**src/verilog/cara_cfg.svh**
```systemverilog
// Register offsets, field positions and reset values of the counter array slice
`ifndef CARA_CFG_SVH
`define CARA_CFG_SVH

`define CARA_OFS_POLARITY 8'h96
`define CARA_OFS_COUNTER_LOW 8'hf9
`define CARA_OFS_COUNTER_HIGH 8'hfa
`define CARA_OFS_CH0_CMP_LOW 8'hfb
`define CARA_OFS_CH0_CMP_HIGH 8'hfc

`define CARA_RST_BYTE 8'h00
`define CARA_RST_WORD 16'h0000
`define CARA_RST_BIT 1'b0
`define CARA_POL_MASK 8'h07
`define CARA_NUM_CH 3

`endif

```
**src/verilog/cara_pkg.sv**
```systemverilog
// Types shared by the counter array register slice
`default_nettype none
package cara_pkg;
    typedef logic [7:0] cara_byte_t;
    typedef logic [15:0] cara_word_t;
    typedef enum logic [2:0] {
        CARA_SEL_NONE,
        CARA_SEL_POL,
        CARA_SEL_CNT_LOW,
        CARA_SEL_CNT_HIGH,
        CARA_SEL_CMP_LOW,
        CARA_SEL_CMP_HIGH
    } cara_sel_t;
endpackage : cara_pkg
`default_nettype wire

```
**src/verilog/cara_regs.sv**
```systemverilog
// Counter array register access: counter snapshot, channel 0 compare, polarity
// How it works
// - Reading the counter high byte returns the snapshot register, not the live counter.
// - The snapshot loads the counter's upper byte only when the low byte is read.
// - The counter high byte reads as the snapshot; writes pass through as counter bits 15:8.
// - The channel 0 compare low byte holds compare bits 7:0, read/write.
// - With auto-reload select set, the compare low address reaches the reload low byte.
// - With auto-reload select set, the compare high address reaches the reload high byte.
// - The channel 0 compare high byte holds compare bits 15:8.
// - A write to the compare low byte clears the comparator enable.
// - A write to the compare high byte sets the comparator enable.
// - Polarity bits 0..2 invert channel outputs 0..2 when set.
// - A polarity change alters the pin level immediately.
// - With comparator enable low, a counter match has no effect on channel 0.
// - The counter low byte exposes counter bits 7:0 as a read/write field.
`default_nettype none
`include "cara_cfg.svh"
module cara_regs
    import cara_pkg::*;
(
    input wire logic ref_clk_in,
    input wire logic sys_rst_in,
    input wire logic [7:0] sfr_addr_in,
    input wire logic sfr_wr_in,
    input wire logic sfr_rd_in,
    input wire logic [7:0] sfr_wdata_in,
    output logic [7:0] sfr_rdata_out,
    input wire logic auto_reload_select_in,
    input wire logic [15:0] counter_in,
    output logic counter_low_wr_out,
    output logic counter_high_wr_out,
    output logic [7:0] counter_wdata_out,
    output logic comparator_enable_out,
    output logic [15:0] ch0_compare_out,
    output logic [15:0] ch0_reload_out,
    output logic ch0_match_out,
    input wire logic [2:0] channel_raw_in,
    output logic channel0_output_out,
    output logic channel1_output_out,
    output logic channel2_output_out
);
    // ------------------------------------------------------------
    // Decode
    // ------------------------------------------------------------
    cara_sel_t sel;
    always_comb begin
        case (sfr_addr_in)
            `CARA_OFS_POLARITY: sel = CARA_SEL_POL;
            `CARA_OFS_COUNTER_LOW: sel = CARA_SEL_CNT_LOW;
            `CARA_OFS_COUNTER_HIGH: sel = CARA_SEL_CNT_HIGH;
            `CARA_OFS_CH0_CMP_LOW: sel = CARA_SEL_CMP_LOW;
            `CARA_OFS_CH0_CMP_HIGH: sel = CARA_SEL_CMP_HIGH;
            default: sel = CARA_SEL_NONE;
        endcase
    end

    // ------------------------------------------------------------
    // State
    // ------------------------------------------------------------
    cara_byte_t snap_q, snap_d;
    cara_byte_t pol_q, pol_d;
    cara_word_t cmp_q, cmp_d;
    cara_word_t rld_q, rld_d;
    logic cmp_en_q, cmp_en_d;
    cara_byte_t rdata_q, rdata_d;
    logic wr_cl, wr_ch;

    assign wr_cl = sfr_wr_in && sel == CARA_SEL_CMP_LOW;
    assign wr_ch = sfr_wr_in && sel == CARA_SEL_CMP_HIGH;

    always_comb begin
        snap_d = snap_q;
        pol_d = pol_q;
        cmp_d = cmp_q;
        rld_d = rld_q;
        cmp_en_d = cmp_en_q;
        if (sfr_rd_in && sel == CARA_SEL_CNT_LOW) begin
            snap_d = counter_in[15:8];
        end
        if (sfr_wr_in && sel == CARA_SEL_POL) begin
            // Reserved bits never stored, so they read as zero
            pol_d = sfr_wdata_in & `CARA_POL_MASK;
        end
        if (wr_cl) begin
            if (auto_reload_select_in) begin
                rld_d[7:0] = sfr_wdata_in;
            end else begin
                cmp_d[7:0] = sfr_wdata_in;
            end
            cmp_en_d = 1'b0;
        end
        if (wr_ch) begin
            if (auto_reload_select_in) begin
                rld_d[15:8] = sfr_wdata_in;
            end else begin
                cmp_d[15:8] = sfr_wdata_in;
            end
            cmp_en_d = 1'b1;
        end
    end

    always_ff @(posedge ref_clk_in) begin
        if (sys_rst_in) begin
            snap_q <= `CARA_RST_BYTE;
            pol_q <= `CARA_RST_BYTE;
            cmp_q <= `CARA_RST_WORD;
            rld_q <= `CARA_RST_WORD;
            cmp_en_q <= `CARA_RST_BIT;
        end else begin
            snap_q <= snap_d;
            pol_q <= pol_d;
            cmp_q <= cmp_d;
            rld_q <= rld_d;
            cmp_en_q <= cmp_en_d;
        end
    end

    // ------------------------------------------------------------
    // Read data
    // ------------------------------------------------------------
    // Registered one cycle after the read strobe
    always_comb begin
        rdata_d = `CARA_RST_BYTE;
        if (sfr_rd_in) begin
            case (sel)
                CARA_SEL_POL: rdata_d = pol_q;
                CARA_SEL_CNT_LOW: rdata_d = counter_in[7:0];
                CARA_SEL_CNT_HIGH: rdata_d = snap_q;
                CARA_SEL_CMP_LOW: rdata_d = auto_reload_select_in ? rld_q[7:0] : cmp_q[7:0];
                CARA_SEL_CMP_HIGH: rdata_d = auto_reload_select_in ? rld_q[15:8] : cmp_q[15:8];
                default: rdata_d = `CARA_RST_BYTE;
            endcase
        end
    end

    always_ff @(posedge ref_clk_in) begin
        if (sys_rst_in) begin
            rdata_q <= `CARA_RST_BYTE;
        end else begin
            rdata_q <= rdata_d;
        end
    end

    assign sfr_rdata_out = rdata_q;

    // ------------------------------------------------------------
    // Counter writes pass through to the counter owner
    // ------------------------------------------------------------
    assign counter_low_wr_out = sfr_wr_in && sel == CARA_SEL_CNT_LOW;
    assign counter_high_wr_out = sfr_wr_in && sel == CARA_SEL_CNT_HIGH;
    assign counter_wdata_out = sfr_wdata_in;

    assign comparator_enable_out = cmp_en_q;
    assign ch0_compare_out = cmp_q;
    assign ch0_reload_out = rld_q;
    // Match is gated so a disabled comparator cannot disturb the channel
    assign ch0_match_out = cmp_en_q && counter_in == cmp_q;

    // ------------------------------------------------------------
    // Output polarity, last stage before pin routing
    // ------------------------------------------------------------
    logic [2:0] pins;
    cara_out_stage i_cara_out_stage (
        .raw_in(channel_raw_in),
        .invert_in(pol_q[2:0]),
        .pin_out(pins)
    );
    assign channel0_output_out = pins[0];
    assign channel1_output_out = pins[1];
    assign channel2_output_out = pins[2];

    // ------------------------------------------------------------
    // Assertions
    // ------------------------------------------------------------
    property p_snap_read;
        @(posedge ref_clk_in) disable iff (sys_rst_in)
        sfr_rd_in && sel == CARA_SEL_CNT_HIGH |=> sfr_rdata_out == $past(snap_q);
    endproperty
    a_snap_read: assert property (p_snap_read) else $error("high byte not snapshot");

    property p_snap_load;
        @(posedge ref_clk_in) disable iff (sys_rst_in)
        sfr_rd_in && sel == CARA_SEL_CNT_LOW |=> snap_q == $past(counter_in[15:8]);
    endproperty
    a_snap_load: assert property (p_snap_load) else $error("snapshot not loaded");

    property p_snap_hold;
        @(posedge ref_clk_in) disable iff (sys_rst_in)
        !(sfr_rd_in && sel == CARA_SEL_CNT_LOW) |=> $stable(snap_q);
    endproperty
    a_snap_hold: assert property (p_snap_hold) else $error("snapshot changed");

    property p_cmp_low;
        @(posedge ref_clk_in) disable iff (sys_rst_in)
        wr_cl && !auto_reload_select_in |=> cmp_q[7:0] == $past(sfr_wdata_in) && $stable(rld_q);
    endproperty
    a_cmp_low: assert property (p_cmp_low) else $error("compare low write lost");

    property p_rld_high;
        @(posedge ref_clk_in) disable iff (sys_rst_in)
        wr_ch && auto_reload_select_in |=> rld_q[15:8] == $past(sfr_wdata_in) && $stable(cmp_q);
    endproperty
    a_rld_high: assert property (p_rld_high) else $error("reload high write lost");

    property p_cmp_en_clr;
        @(posedge ref_clk_in) disable iff (sys_rst_in)
        wr_cl |=> !comparator_enable_out;
    endproperty
    a_cmp_en_clr: assert property (p_cmp_en_clr) else $error("enable not cleared");

    property p_cmp_en_set;
        @(posedge ref_clk_in) disable iff (sys_rst_in)
        wr_ch |=> comparator_enable_out;
    endproperty
    a_cmp_en_set: assert property (p_cmp_en_set) else $error("enable not set");

    property p_pol_pin;
        @(posedge ref_clk_in) disable iff (sys_rst_in)
        channel0_output_out == (channel_raw_in[0] ^ pol_q[0]) && pol_q[7:3] == 5'h00;
    endproperty
    a_pol_pin: assert property (p_pol_pin) else $error("polarity mismatch");

    property p_match_gate;
        @(posedge ref_clk_in) disable iff (sys_rst_in)
        !comparator_enable_out |-> !ch0_match_out;
    endproperty
    a_match_gate: assert property (p_match_gate) else $error("match while disabled");

    c_snap: cover property (@(posedge ref_clk_in) sfr_rd_in && sel == CARA_SEL_CNT_LOW
        ##1 sfr_rd_in && sel == CARA_SEL_CNT_HIGH);
    c_rld: cover property (@(posedge ref_clk_in) wr_cl && auto_reload_select_in);
    c_cmp_en: cover property (@(posedge ref_clk_in) wr_cl ##1 wr_ch);
    c_match: cover property (@(posedge ref_clk_in) ch0_match_out);
endmodule : cara_regs
`default_nettype wire

```
**src/verilog/cara_out_stage.sv**
```systemverilog
// Final per-channel output polarity stage
`default_nettype none
`include "cara_cfg.svh"
module cara_out_stage
    import cara_pkg::*;
(
    input wire logic [`CARA_NUM_CH-1:0] raw_in,
    input wire logic [`CARA_NUM_CH-1:0] invert_in,
    output logic [`CARA_NUM_CH-1:0] pin_out
);
    // ------------------------------------------------------------
    // Inversion
    // ------------------------------------------------------------
    // Combinational so a polarity write shows at the pin at once
    genvar g;
    generate
        for (g = 0; g < `CARA_NUM_CH; g++) begin : g_ch
            assign pin_out[g] = raw_in[g] ^ invert_in[g];
        end
    endgenerate
endmodule : cara_out_stage
`default_nettype wire

```
**config.mk**
```make
export PLATFORM = sky130hd
export DESIGN_NAME = cara_regs
export DESIGN_NICKNAME = d
export VERILOG_FILES = /design/src/verilog/cara_pkg.sv /design/src/verilog/cara_regs.sv /design/src/verilog/cara_out_stage.sv
export VERILOG_INCLUDE_DIRS = /design/src /design/src/verilog
export SDC_FILE = /design/constraint.sdc
export NUM_CORES = 1
export LEC_CHECK = 0
export BUFFER_PORTS_ARGS = -buffer_cell sky130_fd_sc_hd__buf_2
export CORE_ASPECT_RATIO = 1.4
export CORE_MARGIN = 8
export CORE_UTILIZATION = 47
export CTS_BUF_LIST = sky130_fd_sc_hd__clkbuf_8
export CTS_CLUSTER_SIZE = 30
export DETAILED_ROUTE_END_ITERATION = 8
export GPL_TIMING_DRIVEN = 0
export HOLD_SLACK_MARGIN = 0.05
export PLACE_DENSITY = 0.76
export SYNTH_ARGS = -nofsm -noshare
export SYNTH_HDL_FRONTEND = slang
export SYNTH_HIERARCHICAL = 1
export SYNTH_SLANG_ARGS = --single-unit
```
**constraint.sdc**
```tcl
create_clock -name ref_clk_in -period 4.9 [get_ports ref_clk_in]
set_clock_uncertainty 0.05 [all_clocks]
set_input_delay 0.735 -clock ref_clk_in [delete_from_list [all_inputs] [get_ports ref_clk_in]]
set_output_delay 0.735 -clock ref_clk_in [all_outputs]
set_load 0.02 [all_outputs]
```
==> flow_metrics.py <==
metrics = {
    "die": {
        "coreArea_sq_um": 5485,
        "row_count": 32,
        "start_util": 0.4847,
        "ios": 95,
        "die_w_um": 79.57,
        "dieHeight_um": 105.0,
        "die_area_sq_um": 8354,
    },
    "setup_path": {
        "critPathArrivalTime_ns": 2.07,
        "worstSetupPathDepth": 6,
        "cpMaxStageDelayCell": "nor4_1",
        "crit_chain": "buf_2 -> xor2_1 -> nor4_1 -> nand4_1 -> nor4_1 -> buf_2",
        "cpPeakStageDelay_ns": 0.38,
        "path_class": "in2out",
        "worstPathRequired_ns": 4.12,
        "regToRegStartpoint": "ch0_compare_out[2]",
        "worstSetupStartpointType": "input port",
        "ff2ff_path_depth": 4,
        "critical_path.top_delay_family": "simple AND/OR/NAND/NOR gates",
        "crit_path_start": "counter_in[7]",
        "r2r_slack_ns": 3.73,
        "cp_max_fo": 2,
        "cp_num_buf_inv": 2,
        "worstSetupEndpointType": "output port",
    },
    "clock_network": {
        "cts_setup_buffers": 0,
        "cts_buffer_depth": 2,
        "cts_num_sinks": 52,
        "clkTransAtPathRegs_ns": 0.10,
        "postCtsHoldBufs": 0,
        "cts_inserted_buffers": 5,
        "tritoncts": "yes",
        "postCtsResizedCells": 0,
        "h-tree-depth": 2,
        "insertion_delay_ns": 0.31,
        "root_buffer": "clkbuf_8",
    },
    "run_status": {
        "outcome": "finished, final reports clean",
    },
    "finish": {
        "area_delta_synth_final_pct": 24.47,
        "final_cell_mix": "buf_2 (94), mux2i_1 (59), nor2_1 (57)",
        "layout.nets": 410,
        "final_core_util": 0.6033,
        "drive_above_1_share": 0.3235,
        "final_common_cell": "buf_2",
        "antenna_cells": 0,
    },
    "power": {
        "p_per_area_nw_per_um2": 245.6,
        "p_int_w": 0.0006098,
        "p_clk_frac": 0.374,
        "sequentialPowerShare": 0.520,
        "ir_drop_mv": 0.2039,
        "p_leak_nw": 1.580,
        "combPwrFrac": 0.106,
        "swShare": 0.2497,
        "switchingPower_w": 0.0002030,
    },
    "yosys": {
        "synth_top_area_frac": 0.3915,
        "syn-cell-area_sq_um": 2659,
        "yosysTopAreaCell": "dfxtp_1",
        "synth_nets": 313,
        "avgSynthCellArea_sq_um": 9.739,
        "yosysWarnings": 6,
        "ys_seq_area_frac": 0.3915,
        "synth_area_leaders": "dfxtp_1 (39%), mux2i_1 (22%), nor2_1 (8.0%)",
        "synth_cell_types": 33,
        "ys_ff_latch": 52,
        "synth_cells": 273,
    },
    "drt": {
        "viasPerCell": 5.517,
        "vias": 2422,
        "first_pass_iters": 5,
        "first_iter_violations": 129,
        "routed_wl_mm": 7.852,
        "route.detailed.drc": 0,
        "drtAntennaViolNets": 0,
        "wl_per_cell_um": 17.89,
    },
    "worst_hold_path": {
        "worstHoldPathType": "reg2reg",
        "min_from": "snap_q[6]",
        "holdPathStages": 2,
    },
    "timing": {
        "fin_crit_ns": 2.852,
        "setup_tns_ns": 0,
        "drv_slew": 0,
        "setup_viol_count_final": 0,
        "relSlewSlack": 0.4054,
        "fin_crit_sh": 0.5821,
        "rsz0062_at_grt": "no",
        "worst-slew-pin-transition_ns": 0.8852,
        "hold_viol_final": 0,
        "worst_slack_ns": 2.048,
        "max_freq_mhz": 350.6,
    },
    "global_route": {
        "antenna_found_initial": 0,
        "grt_overflow": 0,
        "grtUsageTotal": 0.1836,
        "grt_max_degree": 18,
        "grt_pass1_vias": 2469,
        "grt_pass1_wl_mm": 12.32,
    },
    "flow_run": {
        "maxCapViolations": 0,
    },
    "placed_design": {
        "gp_congestion": 0.8550,
        "place_ws_ns": 2.051,
        "port_buffers": 90,
        "dp_hpwl_mm": 6.025,
    },
}
worst min-delay path, cell delays in order (launching register included):
cell     delay, ns
dfxtp_1       0.34
mux2i_1       0.06
nor2_1        0.07
metal layers:
| metal | vias to the layer above | share of wire | GRT usage |
|---|---|---|---|
| met5 | - | 0 | 0 |
| met4 | 0 | 0.029 | 0.08644 |
| met3 | 18 | 0.065 | 0.03345 |
| met2 | 97 | 0.53 | 0.3290 |
| met1 | 1159 | 0.37 | 0.1981 |
| li1 | 1148 | - | - |
path summary, 6_finish.rpt:
kind / endpoint
setup / recovery: ch0_match_out
hold / removal: snap_q[6]
setup reg to reg: sfr_rdata_out[2]
hold reg to reg: snap_q[6]
synth_stat cells (all sizes together):
cell type,n
a2111oi,1
a211oi,5
a21oi,4
a222oi,3
and2,7
and4b,2
buf,14
clkbuf,8
clkinv,1
dfxtp,52
inv,1
mux2i,59
nand2,5
nand3,4
nand4,5
nand4b,2
nor2,57
nor2b,4
nor3,2
nor4,5
nor4b,1
o21ai,2
o21bai,1
o2bb2ai,3
o31a,5
or2,1
xnor2,12
xor2,7
final cells by class:
type | count | area (sq um)
tap | 68 | 85.08
sequential | 52 | 1041
fill | 498 | 2176
inverter | 2 | 7.507
clock buffer | 5 | 68.82
buffer | 22 | 125.1
clock inverter | 3 | 46.29
multi-input combinational | 197 | 1485
timing repair buffer | 90 | 450.4
registers in the layout, summed over array words and instances, names as in the netlist:
signal                 cells
snap_q                     8
pol_q                      3
comparator_enable_out      1
ch0_compare_out           16
ch0_reload_out            16
sfr_rdata_out              8
metrics by stage:
stage | instance area, sq um | hold WS (ns) | power [W] | instances
finish | 3309 | 0.4534 | 0.0008127 | 439
detailed placement | 3194 | 0.4257 | 0.0005183 | 431
CTS | 3309 | 0.4505 | 0.0008137 | 439
global route | 3309 | 0.4918 | 0.0008399 | 439
global placement | 3194 | 0.4147 | 0.0005169 | 431
floorplan | 2659 | 0.4015 | 0.0004791 | 273
power groups by stage:
stage	clock network [W]	logic, W	registers, W
after floorplan	0	0.0000463	0.000433
after global placement	0	0.0000843	0.000433
after detailed placement	0	0.0000856	0.000433
after CTS	0.000305	0.0000861	0.000423
after global routing	0.000325	0.0000922	0.000423
final	0.000304	0.0000860	0.000423
cells by family after synthesis:
kind of cell              synth area share
AOI/OAI and AO/OA                  0.07624
xor gates and xnor gates           0.06259
buffers and inverters              0.04988
DFF                                 0.3915
muxes                               0.2221
and+or+nand+nor                     0.1976
(Power assumes the default switching activity.)
